**src/usb_irq_pkg.sv**
```systemverilog
// constants, types and register map of the usb microcontroller interrupt controller
// assumes one 20 MHz clock; registers reached over apb, one word per register index
//
// Function
// - smallest pending enabled vector number wins; vector 1 highest, 12 lowest
// - after reset the first fetch is from program address 0x0000
// - each vector slot spans two bytes, one jump instruction
// - vector addresses 0x0002 to 0x0018 in vector order, 0x0012 reserved
// - read-only vector register gives top pending enabled address in bits 4:1
// - entry takes remaining cycles plus 10 call plus 5 jump cycles
// - bus reset is an se0 held 12 us, always seen beyond 16 us
// - recognised bus reset sets status bit 5; interrupt raised when se0 ends
// - bus reset during the power-up start-up delay aborts that delay
// - bus reset clears both device address registers of the usb engine
// - two periodic ticks: every 128 us and every 1.024 ms
// - one interrupt per endpoint, raised on the final handshake
// - an in transaction without host acknowledge raises nothing
// - current-sink pins trigger on an edge of programmable polarity when enabled
// - after one sink pin triggers, others blocked until it goes inactive or disabled
// - sink pins are not ranked; their enables survive acknowledge
// - port pins share one vector, edge polarity per port, same blocking
// - port pins are not ranked; port enables survive acknowledge
// - parallel port owns the port vector, blocks port pins, gated by bit 5
// - port pin enables still reach the cmos output logic in parallel mode
// - each source has a pending flop; requests only when enabled
// - acknowledge clears global enable, then pending flop, then calls the vector
// - enables live in the global and endpoint enable registers, one enables
package usb_irq_pkg;
  localparam int CLK_MHZ = 20;
  localparam int SE0_MIN_NS = 12000;
  localparam int SE0_MAX_NS = 16000;
  localparam int TICK_NS = 128000;
  localparam int MS_TICKS = 8;
  localparam int CALL_CYC = 10;
  localparam int JUMP_CYC = 5;
  // register indexes; byte address is four times the index
  localparam logic [7:0] IDX_GIE = 8'h20;
  localparam logic [7:0] IDX_EPE = 8'h21;
  localparam logic [7:0] IDX_VEC = 8'h23;
  localparam logic [7:0] IDX_STAT = 8'h24;
  localparam logic [7:0] IDX_CFG = 8'h25;
  localparam logic [7:0] IDX_SINKE = 8'h26;
  localparam logic [7:0] IDX_SINKP = 8'h27;
  localparam logic [7:0] IDX_PORTE = 8'h28;
  localparam logic [7:0] GIE_MASK = 8'h77;
  localparam logic [7:0] EPE_MASK = 8'h1f;
  localparam int GE_BUSRST = 0;
  localparam int GE_T128 = 1;
  localparam int GE_T1MS = 2;
  localparam int GE_SINK = 4;
  localparam int GE_PORT = 5;
  localparam int GE_I2C = 6;
  localparam int ST_IRQ = 7;
  localparam int ST_BUSRST = 5;
  localparam int ST_GIE = 2;
  localparam int CF_PAR = 0;
  localparam int CF_PPOL = 1;
  // vector numbers
  localparam int V_BUSRST = 1;
  localparam int V_T128 = 2;
  localparam int V_T1MS = 3;
  localparam int V_EP0 = 4;
  localparam int V_SINK = 10;
  localparam int V_PORT = 11;
  localparam int V_I2C = 12;
  localparam int NVEC = 12;
  localparam logic [13:0] RESET_ADDR = 14'h0000;
  typedef struct packed {
    logic valid;
    logic [13:0] addr;
  } fetch_t;
  typedef enum logic [1:0] {
    ST_IDLE = 2'b00,
    ST_CALL = 2'b01,
    ST_JUMP = 2'b10
  } ack_st_t;
endpackage

```
**src/usb_irq_ctrl.sv**
```systemverilog
// interrupt controller: pending flops, fixed priority, vector and acknowledge sequencing
// assumes core, usb engine, timers and serial logic on i_sys_clk; pins are asynchronous
module usb_irq_ctrl (
  input wire logic i_sys_clk,
  input wire logic i_arst_n,
  input wire logic i_psel,
  input wire logic i_penable,
  input wire logic i_pwrite,
  input wire logic [11:0] i_paddr,
  input wire logic [31:0] i_pwdata,
  output logic o_pready,
  output logic [31:0] o_prdata,
  output logic o_pslverr,
  input wire logic i_usb_dp,
  input wire logic i_usb_dm,
  input wire logic i_startup_busy,
  output logic o_dev_addr_clr,
  output logic o_startup_abort,
  input wire logic [4:0] i_ep_host_ack,
  input wire logic [4:0] i_ep_dev_ack,
  input wire logic i_i2c_evt,
  input wire logic i_par_evt,
  input wire logic [7:0] i_sink_pin,
  input wire logic [7:0] i_port_pin,
  output logic [7:0] o_port_int_en,
  input wire logic i_instr_done,
  input wire logic i_gie_set,
  input wire logic i_gie_clr,
  output logic o_gie,
  output logic o_irq_req,
  output logic o_call_push,
  output usb_irq_pkg::fetch_t o_fetch,
  output logic o_isr_start
);
  localparam int TICK_CYC = usb_irq_pkg::TICK_NS * usb_irq_pkg::CLK_MHZ / 1000;
  localparam int SE0_CYC = (usb_irq_pkg::SE0_MIN_NS * usb_irq_pkg::CLK_MHZ + 999) / 1000;
  localparam int SE0_MAX_CYC = usb_irq_pkg::SE0_MAX_NS * usb_irq_pkg::CLK_MHZ / 1000;

  // highest priority request: smallest vector number, 0 when none
  function automatic logic [3:0] first_vec(input logic [11:0] req);
    logic [3:0] v;
    v = 4'h0;
    for (int i = usb_irq_pkg::NVEC - 1; i >= 0; i--) begin
      if (req[i]) begin
        v = 4'(i + 1);
      end
    end
    return v;
  endfunction

  // word address match for one register index
  function automatic logic hit(input logic [11:0] a, input logic [7:0] idx);
    return a == {2'b00, idx, 2'b00};
  endfunction

  // pins that still hold a group lock: triggered, at trigger level, still enabled
  function automatic logic [7:0] held(input logic [7:0] lock, input logic [7:0] lvl,
                                      input logic [7:0] en);
    return lock & lvl & en;
  endfunction

  logic [7:0] gie_en_r;
  logic [7:0] ep_en_r;
  logic [7:0] sink_en_r;
  logic [7:0] sink_pol_r;
  logic [7:0] port_en_r;
  logic par_en_r;
  logic port_pol_r;
  logic busrst_flag_r;
  logic gie_r;
  logic [11:0] pend_r;
  logic [11:0] en_vec;
  logic [11:0] req;
  logic [11:0] evt;
  logic [11:0] pend_clr;
  logic [3:0] top_vec;
  logic [3:0] win_r;
  logic [3:0] cnt_r;
  usb_irq_pkg::ack_st_t st_r;
  logic take;
  logic wr_acc;
  logic [7:0] wd;
  logic [7:0] rd;
  logic rd_ok;
  logic rst_done_r;

  // two-flop synchronisers for every pin input
  logic [1:0] dp_s_r;
  logic [1:0] dm_s_r;
  logic [7:0] sink_s1_r;
  logic [7:0] sink_s2_r;
  logic [7:0] port_s1_r;
  logic [7:0] port_s2_r;
  always_ff @(posedge i_sys_clk or negedge i_arst_n) begin
    if (!i_arst_n) begin
      dp_s_r <= 2'b11;
      dm_s_r <= 2'b00;
      sink_s1_r <= 8'h00;
      sink_s2_r <= 8'h00;
      port_s1_r <= 8'h00;
      port_s2_r <= 8'h00;
    end else begin
      dp_s_r <= {dp_s_r[0], i_usb_dp};
      dm_s_r <= {dm_s_r[0], i_usb_dm};
      sink_s1_r <= i_sink_pin;
      sink_s2_r <= sink_s1_r;
      port_s1_r <= i_port_pin;
      port_s2_r <= port_s1_r;
    end
  end

  // se0 duration counter; recognition at the 12 us mark, well inside 16 us
  logic se0;
  logic se0_seen_r;
  logic [8:0] se0_cnt_r;
  logic busrst_hit;
  logic busrst_end;
  assign se0 = !dp_s_r[1] && !dm_s_r[1];
  assign busrst_hit = se0 && !se0_seen_r && (int'(se0_cnt_r) == SE0_CYC - 1);
  assign busrst_end = se0_seen_r && !se0;
  always_ff @(posedge i_sys_clk or negedge i_arst_n) begin
    if (!i_arst_n) begin
      se0_cnt_r <= 9'h000;
      se0_seen_r <= 1'b0;
      o_dev_addr_clr <= 1'b0;
      o_startup_abort <= 1'b0;
    end else begin
      if (!se0) begin
        se0_cnt_r <= 9'h000;
      end else if (int'(se0_cnt_r) < SE0_MAX_CYC) begin
        se0_cnt_r <= se0_cnt_r + 9'h001;
      end
      if (busrst_hit) begin
        se0_seen_r <= 1'b1;
      end else if (!se0) begin
        se0_seen_r <= 1'b0;
      end
      o_dev_addr_clr <= busrst_hit;
      o_startup_abort <= busrst_hit && i_startup_busy;
    end
  end

  // 128 us tick and every eighth of them the 1.024 ms tick
  logic [11:0] tick_cnt_r;
  logic [2:0] ms_cnt_r;
  logic tick128;
  logic tick1ms;
  assign tick128 = int'(tick_cnt_r) == TICK_CYC - 1;
  assign tick1ms = tick128 && (int'(ms_cnt_r) == usb_irq_pkg::MS_TICKS - 1);
  always_ff @(posedge i_sys_clk or negedge i_arst_n) begin
    if (!i_arst_n) begin
      tick_cnt_r <= 12'h000;
      ms_cnt_r <= 3'h0;
    end else begin
      tick_cnt_r <= tick128 ? 12'h000 : tick_cnt_r + 12'h001;
      if (tick128) begin
        ms_cnt_r <= ms_cnt_r + 3'h1;
      end
    end
  end

  // sink and port pin edge logic with a shared-vector lock per group
  logic [7:0] sink_lvl;
  logic [7:0] sink_lvl_d_r;
  logic [7:0] sink_lock_r;
  logic [7:0] sink_edge;
  logic [7:0] port_lvl;
  logic [7:0] port_lvl_d_r;
  logic [7:0] port_lock_r;
  logic [7:0] port_edge;
  logic [7:0] port_en_eff;
  logic sink_fire;
  logic port_fire;
  assign sink_lvl = ~(sink_s2_r ^ sink_pol_r);
  assign sink_edge = sink_lvl & ~sink_lvl_d_r & sink_en_r;
  assign sink_fire = ~|held(sink_lock_r, sink_lvl, sink_en_r) && |sink_edge;
  assign port_lvl = ~(port_s2_r ^ {8{port_pol_r}});
  assign port_en_eff = par_en_r ? 8'h00 : port_en_r;
  assign port_edge = port_lvl & ~port_lvl_d_r & port_en_eff;
  assign port_fire = ~|held(port_lock_r, port_lvl, port_en_eff) && |port_edge;
  always_ff @(posedge i_sys_clk or negedge i_arst_n) begin
    if (!i_arst_n) begin
      sink_lvl_d_r <= 8'h00;
      sink_lock_r <= 8'h00;
      port_lvl_d_r <= 8'h00;
      port_lock_r <= 8'h00;
    end else begin
      sink_lvl_d_r <= sink_lvl;
      port_lvl_d_r <= port_lvl;
      // a held lock releases pin by pin; a free group takes every new edge at once
      if (|held(sink_lock_r, sink_lvl, sink_en_r)) begin
        sink_lock_r <= held(sink_lock_r, sink_lvl, sink_en_r);
      end else begin
        sink_lock_r <= sink_edge;
      end
      if (|held(port_lock_r, port_lvl, port_en_eff)) begin
        port_lock_r <= held(port_lock_r, port_lvl, port_en_eff);
      end else begin
        port_lock_r <= port_edge;
      end
    end
  end

  // source events into pending flops; index is vector number minus one
  always_comb begin
    evt = 12'h000;
    evt[usb_irq_pkg::V_BUSRST - 1] = busrst_end;
    evt[usb_irq_pkg::V_T128 - 1] = tick128;
    evt[usb_irq_pkg::V_T1MS - 1] = tick1ms;
    // only handshakes count, so an unacknowledged in never sets a flop
    for (int i = 0; i < 5; i++) begin
      evt[usb_irq_pkg::V_EP0 - 1 + i] = i_ep_host_ack[i] || i_ep_dev_ack[i];
    end
    evt[usb_irq_pkg::V_SINK - 1] = sink_fire;
    evt[usb_irq_pkg::V_PORT - 1] = par_en_r ? i_par_evt : port_fire;
    evt[usb_irq_pkg::V_I2C - 1] = i_i2c_evt;
  end

  // enable bit per vector; the reserved slot never requests
  always_comb begin
    en_vec = 12'h000;
    en_vec[usb_irq_pkg::V_BUSRST - 1] = gie_en_r[usb_irq_pkg::GE_BUSRST];
    en_vec[usb_irq_pkg::V_T128 - 1] = gie_en_r[usb_irq_pkg::GE_T128];
    en_vec[usb_irq_pkg::V_T1MS - 1] = gie_en_r[usb_irq_pkg::GE_T1MS];
    en_vec[usb_irq_pkg::V_EP0 + 4 - 1 -: 5] = ep_en_r[4:0];
    en_vec[usb_irq_pkg::V_SINK - 1] = gie_en_r[usb_irq_pkg::GE_SINK];
    en_vec[usb_irq_pkg::V_PORT - 1] = gie_en_r[usb_irq_pkg::GE_PORT];
    en_vec[usb_irq_pkg::V_I2C - 1] = gie_en_r[usb_irq_pkg::GE_I2C];
  end
  assign req = pend_r & en_vec;
  assign top_vec = first_vec(req);
  assign take = (st_r == usb_irq_pkg::ST_IDLE) && i_instr_done && gie_r && |req;
  assign pend_clr = (st_r == usb_irq_pkg::ST_CALL && cnt_r == 4'h0) ?
                    12'(12'h001 << (win_r - 4'h1)) : 12'h000;

  // pending flops hold until serviced; a new event beats the acknowledge clear
  always_ff @(posedge i_sys_clk or negedge i_arst_n) begin
    if (!i_arst_n) begin
      pend_r <= 12'h000;
    end else begin
      pend_r <= (pend_r & ~pend_clr) | evt;
    end
  end

  // core global enable: enable and disable instructions, cleared first on entry
  always_ff @(posedge i_sys_clk or negedge i_arst_n) begin
    if (!i_arst_n) begin
      gie_r <= 1'b0;
    end else if (take || i_gie_clr) begin
      gie_r <= 1'b0;
    end else if (i_gie_set) begin
      gie_r <= 1'b1;
    end
  end

  // acknowledge sequencer: clear flop and push, call cycles, then the slot jump
  always_ff @(posedge i_sys_clk or negedge i_arst_n) begin
    if (!i_arst_n) begin
      st_r <= usb_irq_pkg::ST_IDLE;
      cnt_r <= 4'h0;
      win_r <= 4'h0;
      o_call_push <= 1'b0;
      o_isr_start <= 1'b0;
      o_fetch <= '0;
      rst_done_r <= 1'b0;
    end else begin
      o_call_push <= 1'b0;
      o_isr_start <= 1'b0;
      o_fetch.valid <= 1'b0;
      rst_done_r <= 1'b1;
      if (!rst_done_r) begin
        o_fetch.valid <= 1'b1;
        o_fetch.addr <= usb_irq_pkg::RESET_ADDR;
      end
      case (st_r)
        usb_irq_pkg::ST_IDLE: begin
          if (take) begin
            win_r <= top_vec;
            cnt_r <= 4'h0;
            st_r <= usb_irq_pkg::ST_CALL;
          end
        end
        usb_irq_pkg::ST_CALL: begin
          // pushes pc with carry_flag and zero_flag in the core
          o_call_push <= cnt_r == 4'h0;
          if (int'(cnt_r) == usb_irq_pkg::CALL_CYC - 1) begin
            cnt_r <= 4'h0;
            st_r <= usb_irq_pkg::ST_JUMP;
            o_fetch.valid <= 1'b1;
            o_fetch.addr <= {9'h000, win_r, 1'b0};
          end else begin
            cnt_r <= cnt_r + 4'h1;
          end
        end
        usb_irq_pkg::ST_JUMP: begin
          if (int'(cnt_r) == usb_irq_pkg::JUMP_CYC - 1) begin
            cnt_r <= 4'h0;
            st_r <= usb_irq_pkg::ST_IDLE;
            o_isr_start <= 1'b1;
          end else begin
            cnt_r <= cnt_r + 4'h1;
          end
        end
        default: begin
          st_r <= usb_irq_pkg::ST_IDLE;
        end
      endcase
    end
  end

  // apb: no wait state; pready is high in the first access cycle, read data and pready come from flops
  assign wr_acc = i_psel && i_penable && o_pready && i_pwrite;
  assign wd = i_pwdata[7:0];
  always_comb begin
    rd = 8'h00;
    rd_ok = 1'b1;
    if (hit(i_paddr, usb_irq_pkg::IDX_GIE)) begin
      rd = gie_en_r;
    end else if (hit(i_paddr, usb_irq_pkg::IDX_EPE)) begin
      rd = ep_en_r;
    end else if (hit(i_paddr, usb_irq_pkg::IDX_VEC)) begin
      rd = {3'b000, top_vec, 1'b0};
    end else if (hit(i_paddr, usb_irq_pkg::IDX_STAT)) begin
      rd[usb_irq_pkg::ST_IRQ] = |pend_r;
      rd[usb_irq_pkg::ST_BUSRST] = busrst_flag_r;
      rd[usb_irq_pkg::ST_GIE] = gie_r;
    end else if (hit(i_paddr, usb_irq_pkg::IDX_CFG)) begin
      rd[usb_irq_pkg::CF_PAR] = par_en_r;
      rd[usb_irq_pkg::CF_PPOL] = port_pol_r;
    end else if (hit(i_paddr, usb_irq_pkg::IDX_SINKE)) begin
      rd = sink_en_r;
    end else if (hit(i_paddr, usb_irq_pkg::IDX_SINKP)) begin
      rd = sink_pol_r;
    end else if (hit(i_paddr, usb_irq_pkg::IDX_PORTE)) begin
      rd = port_en_r;
    end else begin
      rd_ok = 1'b0;
    end
  end

  always_ff @(posedge i_sys_clk or negedge i_arst_n) begin
    if (!i_arst_n) begin
      o_pready <= 1'b0;
      o_prdata <= 32'h0000_0000;
      o_pslverr <= 1'b0;
    end else begin
      o_pready <= i_psel && !i_penable;
      o_pslverr <= i_psel && !i_penable && !rd_ok;
      if (i_psel && !i_penable && !i_pwrite) begin
        o_prdata <= {24'h00_0000, rd};
      end
    end
  end

  // software-written enables; acknowledge never touches them
  always_ff @(posedge i_sys_clk or negedge i_arst_n) begin
    if (!i_arst_n) begin
      gie_en_r <= 8'h00;
      ep_en_r <= 8'h00;
      sink_en_r <= 8'h00;
      sink_pol_r <= 8'h00;
      port_en_r <= 8'h00;
      par_en_r <= 1'b0;
      port_pol_r <= 1'b0;
    end else if (wr_acc) begin
      if (hit(i_paddr, usb_irq_pkg::IDX_GIE)) begin
        gie_en_r <= wd & usb_irq_pkg::GIE_MASK;
      end
      if (hit(i_paddr, usb_irq_pkg::IDX_EPE)) begin
        ep_en_r <= wd & usb_irq_pkg::EPE_MASK;
      end
      if (hit(i_paddr, usb_irq_pkg::IDX_SINKE)) begin
        sink_en_r <= wd;
      end
      if (hit(i_paddr, usb_irq_pkg::IDX_SINKP)) begin
        sink_pol_r <= wd;
      end
      if (hit(i_paddr, usb_irq_pkg::IDX_PORTE)) begin
        port_en_r <= wd;
      end
      if (hit(i_paddr, usb_irq_pkg::IDX_CFG)) begin
        par_en_r <= wd[usb_irq_pkg::CF_PAR];
        port_pol_r <= wd[usb_irq_pkg::CF_PPOL];
      end
    end
  end

  // bus reset status flag: writing 0 clears, recognition wins over the clear
  always_ff @(posedge i_sys_clk or negedge i_arst_n) begin
    if (!i_arst_n) begin
      busrst_flag_r <= 1'b0;
    end else if (busrst_hit) begin
      busrst_flag_r <= 1'b1;
    end else if (wr_acc && hit(i_paddr, usb_irq_pkg::IDX_STAT) && !wd[usb_irq_pkg::ST_BUSRST]) begin
      busrst_flag_r <= 1'b0;
    end
  end

  // registered views for the core and the port output logic
  always_ff @(posedge i_sys_clk or negedge i_arst_n) begin
    if (!i_arst_n) begin
      o_gie <= 1'b0;
      o_irq_req <= 1'b0;
      o_port_int_en <= 8'h00;
    end else begin
      o_gie <= gie_r;
      o_irq_req <= |req;
      o_port_int_en <= port_en_r;
    end
  end
endmodule

```
**config.mk**
```make
export PLATFORM = sky130hd
export DESIGN_NAME = usb_irq_ctrl
export DESIGN_NICKNAME = d
export VERILOG_FILES = /design/src/usb_irq_pkg.sv /design/src/usb_irq_ctrl.sv
export SDC_FILE = /design/constraint.sdc
export NUM_CORES = 1
export LEC_CHECK = 0
export CAP_MARGIN = 10
export CORE_UTILIZATION = 40
export CTS_BUF_LIST = sky130_fd_sc_hd__clkbuf_4
export CTS_CLUSTER_SIZE = 8
export DETAILED_ROUTE_END_ITERATION = 8
export DONT_BUFFER_PORTS = 1
export SYNTH_ARGS = -nofsm -noshare
export SYNTH_HDL_FRONTEND = slang
export SYNTH_SLANG_ARGS = --single-unit
```
**constraint.sdc**
```tcl
create_clock -name i_sys_clk -period 4.6 [get_ports i_sys_clk]
set_input_delay 0.46 -clock i_sys_clk [delete_from_list [all_inputs] [get_ports i_sys_clk]]
set_output_delay 0.46 -clock i_sys_clk [all_outputs]
set_load 0.01 [all_outputs]
```
# After elaboration in Yosys (flattened, before gate mapping)
# Cells that the tools add are included.
# word_totals
mem_bits_rw	0
romBits	0
wordCells	203
latchBits	0
ff_bits	194
out_inout_bits	63
n_memories	0
inputBits	83
# classes
reduce_logical	56
n_mul	0
bitwise	18
n_lt_le_gt_ge	1
muxes	62
div_mod_pow	0
add_sub_neg	5
shift	1
n_eq_ne	20
# ops
op	count
== test 12 x 8 -> 1 bit (second input constant)	8
two-way mux 8 bit	9
AND 8 bit	8
two-way mux 4 bit	15
two-way mux 15 bit	3
NOT 8 bit	4
OR reduction 8 bit	4
AND 12 bit	2
two-way mux 12 bit	2
OR reduction 12 bit	2
two-way mux 1 bit	22
logical AND 1 bit	20
two-way mux 9 bit	2
AND reduction 2 bit	8
bitwise XOR 8 bit	2
adder 12 x 1 -> 12 bit (second input constant)	1
== test 12 bit (second input constant)	1
two-way mux 2 bit	6
NOT 12 bit	1
OR 12 bit	1
case mux 4 bit (3 select lines)	1
left shift 1 x 4 -> 12 bit (first input constant)	1
zero test 1 bit	10
adder 9 x 1 -> 9 bit (second input constant)	1
other kinds (19)	29

# Longest topological paths before layout
# logic_depth
depth_word	16
depth_mapped	8
mapped_depth_nobuf	8

# Least setup slack after synthesis
# OpenSTA, ideal clock, no wires.
# synth_timing
path_type	reg-to-reg
from	register pend_r[2]
to	register st_r[1]
arrival_ns	2.061
required_ns	4.475
path_stages_with_launch	7
setup_slack_ns	2.414
cell_sequence	dfrtp_1 a22o_1 or4b_4 or2_4 a31oi_4 nor2_1 mux2_4
# synth_via
elab_chain_cells	5
# synth_rtl
element	line	source
start, declared	usb_irq_ctrl.sv:71	logic [11:0] pend_r;
start signal, assigned	usb_irq_ctrl.sv:241	pend_r <= (pend_r & ~pend_clr) | evt;
AND 12 bit	usb_irq_ctrl.sv:230	assign req = pend_r & en_vec;
OR reduction 12 bit	usb_irq_ctrl.sv:232	assign take = (st_r == usb_irq_pkg::ST_IDLE) && i_instr_done && gie_r && |req;
logical AND 1 bit	usb_irq_ctrl.sv:232	
!= test 2 bit (no line)	--	
AND reduction 3 bit (no line)	--	
end signal, assigned	usb_irq_ctrl.sv:259	st_r <= usb_irq_pkg::ST_IDLE;
end signal, assigned	usb_irq_ctrl.sv:280	st_r <= usb_irq_pkg::ST_CALL;
end signal, assigned	usb_irq_ctrl.sv:288	st_r <= usb_irq_pkg::ST_JUMP;
end, declared	usb_irq_ctrl.sv:79	usb_irq_pkg::ack_st_t st_r;
# No other way between the ends.
# A chain may end at the register's enable or synchronous reset.

# Worst setup path after layout
# layout_timing
from	register st_r[1]
to	register pend_r[5]
# layout_via
elab_chain_cells	6
# layout_rtl
element	line	source
== test 2 x 1 -> 1 bit	usb_irq_ctrl.sv:233	assign pend_clr = (st_r == usb_irq_pkg::ST_CALL && cnt_r == 4'h0) ?
logical AND 1 bit	usb_irq_ctrl.sv:233	
two-way mux 12 bit	usb_irq_ctrl.sv:233	
NOT 12 bit	usb_irq_ctrl.sv:241	
AND 12 bit	usb_irq_ctrl.sv:241	
OR 12 bit	usb_irq_ctrl.sv:241	
# No other way between the ends.

==> flow_metrics.tcl <==
set metrics [dict create \
    syn2layout_area_growth_pct 10.8 \
    dp_hpwl_mm 13.1 \
    start_kind "register" \
    period_minus_slack_ns 2.98 \
    busiest_layer "met2" \
    cts_buffers 17 \
    rsz0062_at_grt "no" \
    outcome "finished, violations left" \
    cts_tree "done" \
    final_antenna_net_count 0 \
    preCtsSetupSlack_ns 2.02 \
    synth_edf_count 0 \
    cts_root_buffer "clkbuf_4" \
    fp.dieH_um 146 \
    drc 0 \
    grt_util_met1_pct 23.7 \
    finalWorstSetupSlack_ns 1.62 \
    worstSkewPairLatency_ns 0.60 \
    synth_cells 716 \
    die_w_um 146 \
    gr-total-overflow 0 \
    synth_ff_type "dfrtp_1" \
    fin_cells 1043 \
    setup_tns_ns 0 \
    core_sq_mm 0.0202 \
    io_buffers 0 \
    powerDensity_mw_per_mm2 303 \
    max_freq_mhz 336 \
    ys_ff_latch 194 \
    crit_arrival_ns 3.47 \
    dp.cells 967 \
    drv_slew 0 \
    crit_fanout 5 \
    grt_pass1_vias 5594 \
    cts.sinks 194 \
    grt_max_degree 195 \
    wl_per_cell_um 17.7 \
    cts.path.max_buffers 2 \
    dr.pass1.iters 6 \
    first_iter_violations 359 \
    fin_total_pwr_w 0.00278 \
    synth_cell_types 69 \
    required_ns 5.09 \
    final_cell_mix "dfrtp_1, nand2_1, nor2_1" \
    hold_viol 194 \
    path_class "register to register" \
    routed_wirelength_mm 18.4 \
    ys_seq_area_share_pct 58.7 \
    layout_commonest_cell "dfrtp_1" \
    vias 5561 \
    cts.repair.resized 0 \
    grt_pass1_wl_mm 30.2 \
    vias_per_cell 5.33 \
    nets 852 \
    use_met3_pct 4.48 \
    postCtsHoldBufs 42 \
    dieArea_sq_mm 0.0213 \
    initial_core_util_pct 40.9 \
    hp-class "primary input to asynchronous set/reset pin" \
    ys_async_sr_fraction_pct 100 \
    antenna_found_initial 2 \
    synth_area_sq_mm 0.00827 \
    fin_skew_ns 0.0153 \
    pin_count 146 \
    drive_above_1_share_pct 11.3 \
    cp-end-kind "register" \
    r2r_start "st_r[1]" \
    setup_viol 0 \
    path_clk_slew_ns 0.15 \
    maxCapViolations 0 \
    routabilityCongestion 0.888 \
    hold_ws_ns -0.454 \
    syn_avg_cell_area_sq_um 11.6 \
    fin_crit_sh_pct 64.7 \
    use_met2_pct 29.4 \
    rows 52 \
    vdd_ir_drop_max_mv 0.135 \
    htree_levels 4 \
    yosys_warnings 0 \
    worstMarginPinSlew_ns 0.926 \
    worstRegToRegCells 7 \
    p_leak_nw 4.10 \
    slew_headroom_pct 38.0 \
    violations "hold timing" \
    reg2reg_slack_ns 1.62 \
    postCtsSetupBuffers 0 \
    grt_use_total_pct 18.3 \
    r2r-end "pend_r[5]" \
]
## how the worst max path moves through the flow
stage	from	endpoint	slack (ns)	cells after the start
global route	st_r[1]	pend_r[5]	1.40	7
global placement	st_r[1]	pend_r[1]	2.07	6
finish	st_r[1]	pend_r[5]	1.62	7
floorplan	pend_r[2]	st_r[1]	2.41	6
CTS	st_r[1]	pend_r[5]	1.64	7
detailed placement	st_r[1]	pend_r[1]	2.02	6
## critical path, cell delays in order (launching register included)
cell and delay (ns):
dfrtp_1 0.44, inv_1 0.10, ha_1 0.24, nor4bb_1 0.67
nor2b_1 0.42, a21boi_0 0.15, or3_1 0.31, dlygate4sd3_1 0.56
## sequential cells by signal (all words and copies together) (netlist names), 9 cells and up
name / count
o_fetch: 15
tick_cnt_r: 12
se0_cnt_r: 9
pend_r: 12
## cell type report
cell class	instances	area (sq um)
Inverter	12	45.0
Clock buffer	18	135
Multi-Input combinational cell	490	3200
Sequential cell	194	4860
Antenna cell	2	5.00
Timing Repair Buffer	43	428
Clock inverter	14	154
Tap cell	270	338
Fill cell	1880	11100
## cells by family after synthesis
logic type	share of synthesized area, %
simple gates	16.2
flops	58.7
compound gates	9.99
buf+inv	3.60
mux	6.23
xor+xnor	3.49
fa+ha+maj	1.66
other cells	0.0908
## where the power goes
group | switching, W | total [W] | internal, W | leakage [nW]
registers | 0.0000182 | 0.00175 | 0.00174 | 2.52
logic | 0.0000454 | 0.0000873 | 0.0000419 | 1.43
clock network | 0.000598 | 0.000935 | 0.000337 | 0.147
total | 0.000661 | 0.00278 | 0.00212 | 4.10
## through the flow
stage / util [%] / hold WS, ns / area [sq um]
after floorplan: - / 0.164 / 8360
after global placement: 41.8 / 0.171 / 8450
after detailed placement: 41.8 / 0.171 / 8450
after CTS: 45.3 / -0.507 / 9160
after global routing: 45.3 / -0.515 / 9160
final: 45.3 / -0.454 / 9160
## cells in the mapped netlist, types with 12 or more instances
cell type    n  share of area (%)
buf_4       24                2.2
nand2b_1    14                1.1
o21ai_0     31                1.9
nand2_1     72                3.3
xnor2_1     23                2.4
o31ai_1     19                1.7
nand3_1     30                1.8
inv_1       12               0.54
dfrtp_1    192                 58
a21oi_1     14               0.85
clkbuf_1    18               0.82
mux2_2      40                5.4
nand4_1     13               0.98
nor2_1      46                2.1
and2_1      15                1.1
nor2b_1     15                1.1
## routing by layer
| metal | share of wire, % | wire length [um] |
|---|---|---|
| met1 | 44 | 8030 |
| met2 | 49 | 8950 |
| met3 | 5.9 | 1080 |
| met4 | 2.1 | 388 |
| met5 | 0 | 0 |
Note: power is estimated with default switching activity, not from simulation.
